**config.mk**
```make
export PLATFORM = sky130hd
export DESIGN_NAME = cxp_port
export DESIGN_NICKNAME = d
export VERILOG_FILES = /design/src/hdl/cxp_pkg.sv /design/src/hdl/cxp_port.sv
export VERILOG_INCLUDE_DIRS = /design/src /design/src/hdl
export SDC_FILE = /design/constraint.sdc
export NUM_CORES = 1
export LEC_CHECK = 0
export BUFFER_PORTS_ARGS = -buffer_cell sky130_fd_sc_hd__buf_2
export CORE_ASPECT_RATIO = 0.75
export CORE_MARGIN = 3
export CORE_UTILIZATION = 46
export DETAILED_ROUTE_END_ITERATION = 6
export GPL_ROUTABILITY_DRIVEN = 0
export PLACE_DENSITY = 0.76
export SLEW_MARGIN = 20
export SYNTH_ARGS = -nofsm -noshare
export SYNTH_HDL_FRONTEND = slang
export SYNTH_SLANG_ARGS = --single-unit
```
**constraint.sdc**
```tcl
create_clock -name ref_clk_in -period 5.4 [get_ports ref_clk_in]
set_input_delay 1.08 -clock ref_clk_in [delete_from_list [all_inputs] [get_ports ref_clk_in]]
set_output_delay 1.08 -clock ref_clk_in [all_outputs]
set_load 0.05 [all_outputs]
```
**src/hdl/cxp_defs.svh**
```systemverilog
// Constants for the coprocessor transfer port
`ifndef CXP_DEFS_SVH
`define CXP_DEFS_SVH

// Memory access cycle parameter, in clock cycles
`define CXP_ACCESS_CYC   4'h2
// Width of the cycle counter
`define CXP_CNT_W        4
// Number of coprocessor channels and channel number width
`define CXP_CHAN_N       16
`define CXP_CHAN_W       4
// Command word and data word widths
`define CXP_CMD_W        16
`define CXP_DATA_W       32
// Command word field layout
`define CXP_CC_W         8
`define CXP_FLD_W        4
// Extra cycles after the data phase, or after the command phase for operate
`define CXP_LS_TAIL      4'h0
`define CXP_OP_TAIL      4'h1
// Operation encodings
`define CXP_OP_LOAD      2'h0
`define CXP_OP_STORE     2'h1
`define CXP_OP_SAVE      2'h2
`define CXP_OP_OPERATE   2'h3

`endif

```
**src/hdl/cxp_pkg.sv**
```systemverilog
// Types for the coprocessor transfer port
`include "cxp_defs.svh"

package cxp_pkg;

	// Instruction kinds
	typedef enum logic [1:0] {
		CXP_LOAD    = 2'h0,
		CXP_STORE   = 2'h1,
		CXP_SAVE    = 2'h2,
		CXP_OPERATE = 2'h3
	} cxp_op_type;

	// Sequencer states
	typedef enum logic [1:0] {
		CXP_IDLE = 2'h0,
		CXP_CMD  = 2'h1,
		CXP_DATA = 2'h2,
		CXP_FIN  = 2'h3
	} cxp_state_type;

	// Whole state of the port
	typedef struct packed {
		cxp_state_type               state;
		logic [`CXP_CNT_W-1:0]       cnt;
		cxp_op_type                  op;
		logic [`CXP_CHAN_N-1:0]      sel;
		logic [`CXP_CMD_W-1:0]       cmd;
		logic                        cmd_valid;
		logic [`CXP_DATA_W-1:0]      wdata;
		logic                        wdata_valid;
		logic                        rd_strobe;
		logic                        rf_we;
		logic [`CXP_FLD_W-1:0]       rf_waddr;
		logic [`CXP_DATA_W-1:0]      rf_wdata;
		logic                        trap_nf;
		logic                        trap_err;
		logic                        busy;
		logic                        done;
		logic                        flag_we;
	} cxp_regs_type;

endpackage : cxp_pkg

```
**src/hdl/cxp_port.sv**
```systemverilog
// Coprocessor transfer port: command word then, except for operate, data word over the shared bus

`include "cxp_defs.svh"

module cxp_port (
	input  wire logic                   ref_clk_in,          // Core clock
	input  wire logic                   rst_n_in,            // Sync reset, low
	input  wire logic                   req_in,              // Start instruction
	input  wire cxp_pkg::cxp_op_type    op_in,               // Instruction kind
	input  wire logic [3:0]             channel_number_in,   // Target channel
	input  wire logic [7:0]             command_code_field_in, // Command code
	input  wire logic [3:0]             reg_field_hi_in,     // First register field
	input  wire logic [3:0]             reg_field_lo_in,     // Second register field
	input  wire logic [31:0]            src_data_in,         // CPU source register
	input  wire logic [15:0]            cp_present_in,       // Fitted per channel
	input  wire logic [15:0]            cp_error_in,         // Pending error per channel
	input  wire logic [31:0]            cp_rdata_in,         // Coprocessor output word
	output logic [15:0]                 cp_sel_out,          // One-hot channel select
	output logic [15:0]                 cp_cmd_out,          // Command word
	output logic                        cp_cmd_valid_out,    // Command phase
	output logic [31:0]                 cp_wdata_out,        // Data word to coprocessor
	output logic                        cp_wdata_valid_out,  // Write data phase
	output logic                        cp_rd_strobe_out,    // Read data phase
	output logic                        rf_we_out,           // CPU register write
	output logic [3:0]                  rf_waddr_out,        // CPU destination index
	output logic [31:0]                 rf_wdata_out,        // CPU destination data
	output logic                        trap_not_found_out,  // No coprocessor trap
	output logic                        trap_cop_error_out,  // Coprocessor error trap
	output logic                        busy_out,            // Instruction in progress
	output logic                        done_out,            // Instruction finished
	output logic                        flag_we_out          // Condition flag write
);
	import cxp_pkg::*;

	//--------------------------------------------------------------
	// State registers
	//--------------------------------------------------------------
	cxp_regs_type s_reg;
	cxp_regs_type s_next;

	logic chan_fitted;
	logic chan_error;
	logic err_trap;
	logic accept;

	// Channel lookup and trap decisions
	assign chan_fitted = cp_present_in[channel_number_in];
	assign chan_error  = cp_error_in[channel_number_in];
	assign err_trap    = chan_error && (op_in != CXP_SAVE);
	assign accept      = (s_reg.state == CXP_IDLE) && req_in && chan_fitted && !err_trap;

	//--------------------------------------------------------------
	// Next state
	//--------------------------------------------------------------
	// Sequencer and output generation
	always_comb begin
		s_next          = s_reg;
		s_next.trap_nf  = 1'b0;
		s_next.trap_err = 1'b0;
		s_next.done     = 1'b0;
		s_next.rf_we    = 1'b0;
		s_next.flag_we  = 1'b0;
		case (s_reg.state)
			CXP_IDLE: begin
				if (req_in) begin
					if (!chan_fitted) begin
						s_next.trap_nf = 1'b1;
					end else if (err_trap) begin
						s_next.trap_err = 1'b1;
					end else begin
						s_next.state     = CXP_CMD;
						s_next.cnt       = `CXP_ACCESS_CYC - 4'h1;
						s_next.op        = op_in;
						s_next.busy      = 1'b1;
						s_next.cmd_valid = 1'b1;
						s_next.cmd       = {command_code_field_in, reg_field_hi_in,
						                    reg_field_lo_in};
						s_next.wdata     = src_data_in;
						s_next.rf_waddr  = reg_field_lo_in;
						s_next.sel       = 16'h0001 << channel_number_in;
					end
				end
			end
			CXP_CMD: begin
				if (s_reg.cnt != 4'h0) begin
					s_next.cnt = s_reg.cnt - 4'h1;
				end else begin
					s_next.cmd_valid = 1'b0;
					if (s_reg.op == CXP_OPERATE) begin
						s_next.state = CXP_FIN;
						s_next.cnt   = `CXP_OP_TAIL;
						s_next.done  = (`CXP_OP_TAIL == 4'h0);
					end else begin
						// data word follows on the bus
						s_next.state       = CXP_DATA;
						s_next.cnt         = `CXP_ACCESS_CYC - 4'h1;
						s_next.wdata_valid = (s_reg.op == CXP_LOAD);
						s_next.rd_strobe   = (s_reg.op != CXP_LOAD);
					end
				end
			end
			CXP_DATA: begin
				if (s_reg.cnt != 4'h0) begin
					s_next.cnt = s_reg.cnt - 4'h1;
				end else begin
					if (s_reg.op != CXP_LOAD) begin
						s_next.rf_we    = 1'b1;
						s_next.rf_wdata = cp_rdata_in;
					end
					s_next.wdata_valid = 1'b0;
					s_next.rd_strobe   = 1'b0;
					s_next.state       = CXP_FIN;
					s_next.cnt         = `CXP_LS_TAIL;
					// done lands in the final cycle, with the write
					s_next.done        = (`CXP_LS_TAIL == 4'h0);
				end
			end
			CXP_FIN: begin
				if (s_reg.cnt != 4'h0) begin
					s_next.cnt = s_reg.cnt - 4'h1;
				end else begin
					s_next.state = CXP_IDLE;
					s_next.busy  = 1'b0;
					s_next.sel   = 16'h0000;
				end
				s_next.done = (s_reg.cnt == 4'h1);
			end
			default: begin
				s_next.state = CXP_IDLE;
			end
		endcase
	end

	// State register with synchronous reset
	always_ff @(posedge ref_clk_in) begin
		if (!rst_n_in) begin
			s_reg <= '0;
		end else begin
			s_reg <= s_next;
		end
	end

	//--------------------------------------------------------------
	// Outputs
	//--------------------------------------------------------------
	// Straight from the state flops
	assign cp_sel_out         = s_reg.sel;
	assign cp_cmd_out         = s_reg.cmd;
	assign cp_cmd_valid_out   = s_reg.cmd_valid;
	assign cp_wdata_out       = s_reg.wdata;
	assign cp_wdata_valid_out = s_reg.wdata_valid;
	assign cp_rd_strobe_out   = s_reg.rd_strobe;
	assign rf_we_out          = s_reg.rf_we;
	assign rf_waddr_out       = s_reg.rf_waddr;
	assign rf_wdata_out       = s_reg.rf_wdata;
	assign trap_not_found_out = s_reg.trap_nf;
	assign trap_cop_error_out = s_reg.trap_err;
	assign busy_out           = s_reg.busy;
	assign done_out           = s_reg.done;
	assign flag_we_out        = s_reg.flag_we;

	//--------------------------------------------------------------
	// Assertions
	//--------------------------------------------------------------
	localparam int ACC    = `CXP_ACCESS_CYC;
	localparam int LS_CYC = 1 + 2 * ACC;
	localparam int OP_CYC = 2 + ACC;
endmodule : cxp_port

```
# == After elaboration in Yosys (flattened, before gate mapping) ==
# Index checks and enable logic that the tools add are counted.
# word_totals
reg_bits,117
output_inout_bits,109
word_cells,88
# op_classes
shifts,1
reduce_logical,18
add_sub_neg,1
n_mux,32
bitwise,4
magnitude_cmp,1
eq_ne,14
# ops
cell,count
two-way mux 73 bit,3
case mux 16 bit (2 select lines),1
case mux 6 bit (4 select lines),1
"inequality test 2 bit, second input constant",9
two-way mux 16 bit,1
AND reduction 4 bit,4
"<< shifter 1 x 4 -> 16 bit, first input constant",1
two-way mux 4 bit,3
two-way mux 1 bit,10
two-way mux 2 bit,5
AND reduction 5 bit,2
binary-select mux 1 bit (select 4 bit),2
nonzero test 2 bit,4
"equality test 2 bit, second input constant",3
case mux 1 bit (2 select lines),3
AND reduction 3 bit,2
AND reduction 6 bit,1
"< comparator 4 x 5 -> 1 bit, second input constant",1
two-way mux 5 bit,1
"equality test 4 x 1 -> 1 bit, second input constant",1
logical NOT 2 bit,2
inverter 1 bit,4
case mux 2 bit (2 select lines),1
nonzero test 4 bit,1
5 further kinds,5

# == Depth between registers and ports, before layout ==
# logic_depth
ltp_word,7
mapped_depth,11
depth_no_buf,8

# == Worst setup path after synthesis ==
# Ideal clock, no wire load.
# synth_timing
path_kind,input to register
start,input channel_number_in[1]
end,"register s_reg, in the netlist cp_sel_out[10]"
path_slack_ns,2.708
path_stages,11
path_buffers,5
t_required_ns,5.328
setup_ns,0.072
arrival_ns,2.621
path_cell_list,buf_6 buf_12 buf_8 mux2i_1 a22oi_1 nand4_1 o211a_1 buf_6 o21ai_1 buf_4 mux2i_1
# synth_between
elab_chain_cells,5
elab_cells_between_ends,13
classes_between,2 x eq/ne; 1 x shift; 8 x mux; 2 x reduce/logical
# synth_rtl
element,line,rtl
"start, declared",cxp_port.sv:10,"input wire logic [3:0] channel_number_in,"
binary-select mux 1 bit (select 4 bit) / << shifter 1 x 4 -> 16 bit (equally long branches),"cxp_port.sv:48, cxp_port.sv:80",
two-way mux 1 bit (implied by the code) / two-way mux 73 bit (equally long branches),"cxp_port.sv:48, cxp_port.sv:68",
logical AND 1 bit / two-way mux 73 bit (equally long branches),"cxp_port.sv:49, cxp_port.sv:66",
inequality test 2 bit (no line) / two-way mux 73 bit (equally long branches),--,
AND reduction 5 bit (no line) / case mux 16 bit (2 select lines) (equally long branches),--,
"end signal, assigned",cxp_port.sv:139,s_reg <= s_next;
"end, declared",cxp_port.sv:38,cxp_regs_type s_reg;
# Parallel ways exist; a longest one is shown, timed or not. The select of a mux whose other input is x is not followed.
# A chain may end at the register's enable or synchronous reset.

# == Worst setup path in the final report ==
# layout_timing
start,input channel_number_in[1]
end,"register s_reg, in the netlist cp_sel_out[8]"
# Same word-level chain as after synthesis.

==> impl_metrics.csv <==
group,metric,value,unit
outcome,outcome,"finished, final reports clean",
synthesis,synth.most_common_cell,"dfxtp_1",
sta,tightest_slew,0.981,ns
power,cellPowerDensity,297,nW/um2
die,die_w,133,um
grt,grt_pass1_vias,3960,
cells_and_area,area_growth,12.4,%
die,dieArea,13400,um2
worst_setup_path,worstPathArrival,3.63,ns
worst_setup_path,crit_slowest_cell,"o21ai_1",
synthesis,syn_area,5550,um2
die,rows,34,
route,first_pass_iters,4,
power,leakagePower,3.24,nW
route,ant_nets,0,
synthesis,async_flop_share,0,%
worst_setup_path,path_buf_inv,1,
route,vias,4350,
sta,period_share,62.5,%
placed_design,place_hpwl,9050,um
clock_tree,postCtsSetupBuffers,0,
worst_setup_path,cp-start-kind,"input pin",
worst_setup_path,crit_top_cell,"mux2i_1",
sta,max_slew_margin,34.2,%
grt,antenna_found_initial,0,
sta,max_freq,297,MHz
worst_setup_path,crit_path_max_incr_delay,0.81,ns
synthesis,syn_area_per_cell,8.85,um2
clock_tree,post_cts_resized,0,
grt,grt_max_degree,54,
route,totalWireLength,12100,um
route,drc,0,
synthesis,netlist_instances,627,
worst_setup_path,critPathTopFamily,"compound AO/OA/AOI/OAI gates",
clock_tree,clock_latency,0.33,ns
cells_and_area,nNetsFinal,862,
die,start_util,47.4,%
worst_setup_path,end_kind,"flop",
synthesis,ys_top_cells_by_count,"112 x dfxtp_1, 103 x buf_4, 103 x nand2_1",
route,drt_iter0_markers,164,
sta,setup_viol,0,
cells_and_area,drive_gt1_share,34.5,%
synthesis,synth-main-ff-cell,"dfxtp_1",
cells_and_area,antennaDiodeCount,0,
clock_tree,clk_pin_slew,0.07,ns
worst_setup_path,crit_required,5.66,ns
synthesis,synth-edff-count,0,
clock_tree,holdBufCountCts,0,
synthesis,syn_nets,755,
sta,grt_setup_unrepaired,"false",
sta,finalHoldViolations,0,
synthesis,ys_warn_count,0,
sta,skew,0.0120,ns
sta,min_period,3.37,ns
min_path,hold_path_class,"flop to flop",
synthesis,synth_seq_area_share,40.4,%
route,routed_via_density,4.83,
clock_tree,htree_levels,3,
clock_tree,cts-root-buf,"clkbuf_16",
power,power,1.86,mW
placed_design,portBuffers,228,
clock_tree,cts_buffers,9,
sta,tns,0,ns
die,io_pins,230,
synthesis,synthTopCellsByArea,"dfxtp_1 40%, mux2i_1 16%, buf_4 14%",
clock_tree,clock-sinks,112,
grt,grt_pass1_wl,18900,um
synthesis,yosys.area.top_type_share,40.4,%
worst_setup_path,crit_chain,"buf_2 -> mux2i_1 -> a221oi_1 -> nand3_1 -> o211a_1 -> o21ai_1 -> mux2i_1",
die,core,11700,um2
route,wire_per_inst,13.5,um
grt,grt_use_total,17.0,%
worst_setup_path,cp_max_fo,23,
synthesis,synth_seq_cells,112,
die,die_h,101,um
clock_tree,cts_buffer_depth,2,
run,cap_viol_max_count,0,
synthesis,synth_top_cell_by_area,"dfxtp_1",
grt,gr-total-overflow,0,
clock_tree,cts_tree,"built",
worst_setup_path,path_class,"input pin to flop",
power,peakVddDrop,187,uV
sta,final-max-slew-violation-count,0,
synthesis,synth_cell_types,49,
==> layout make-up <==
class | instances | area [um2]
fill | 1088 | 5460
multi-input combinational | 369 | 2300
sequential | 112 | 2240
timing repair buffer | 232 | 1170
clock buffer | 11 | 243
tap | 162 | 203
clock inverter | 5 | 38.8
inverter | 10 | 37.5
==> placed cells by master, fill, tap and decap left out, types with 4 or more instances in the layout <==
master / count
buf_2: 228
dfxtp_1: 112
nand2_1: 103
mux2i_1: 87
nor2_1: 58
a21oi_1: 38
inv_1: 9
clkbuf_16: 9
o21ai_0: 8
ha_1: 7
nand3_1: 6
a22oi_1: 5
nor3_1: 5
nor2b_1: 4
buf_4: 4
==> kinds of logic (layout without fill, tap and decap cells) <==
group / count (synthesis) / after routing / share of synthesized area (%)
adder cells (fa/ha/maj): 7 / 7 / 1.58
flip-flops: 112 / 112 / 40.4
AO/OA/AOI/OAI: 75 / 75 / 8.41
multiplexers: 87 / 87 / 15.7
other: 1 / 1 / 0.0676
AND/OR/NAND/NOR: 199 / 199 / 15.3
buffers and inverters: 146 / 258 / 18.5
==> worst reg2reg max path, cell delays in order, from the launching register on <==
cell,delay (ns)
dfxtp_1,0.36
inv_1,0.09
ha_1,0.22
nor3b_1,0.76
nand2_1,0.15
o21ai_0,0.15
o21a_1,0.46
mux2i_1,0.25
==> routing by layer <==
layer  vias up  global-route usage [%]  share of wire [%]
met5         -                       0                  0
met4         0                    3.12               0.54
met3         6                    5.39                6.6
met2       142                    27.0                 46
met1      2002                    23.0                 47
li1       2200                       -                  -
==> through the flow <==
step                      instances  util, %  hold WS (ns)  cell area [um2]  setup WS, ns
after global placement          885     50.9         0.440             5960          1.79
final                           901     53.3         0.452             6240          2.03
after detailed placement        885     50.9         0.443             5960          1.69
after floorplan                 627        -         0.435             5550          2.71
after global routing            901     53.3         0.469             6240          1.75
after CTS                       901     53.3         0.453             6240          2.03
==> power breakdown <==
part           internal (mW)  switching, mW
clock                  0.330          0.297
sequential             0.855         0.0166
combinational          0.125          0.231
==> final timing paths <==
kind | start | to | slack, ns | cells past startpoint
setup / recovery | channel_number_in[1] | cp_sel_out[8] | 2.03 | 7
hold reg to reg | rf_wdata_out[18] | rf_wdata_out[18] | 0.45 | 2
hold / removal | rf_wdata_out[18] | rf_wdata_out[18] | 0.45 | 2
setup reg to reg | s_reg[111] | cp_sel_out[2] | 2.90 | 7
Note: power is estimated with default switching activity, not from simulation.
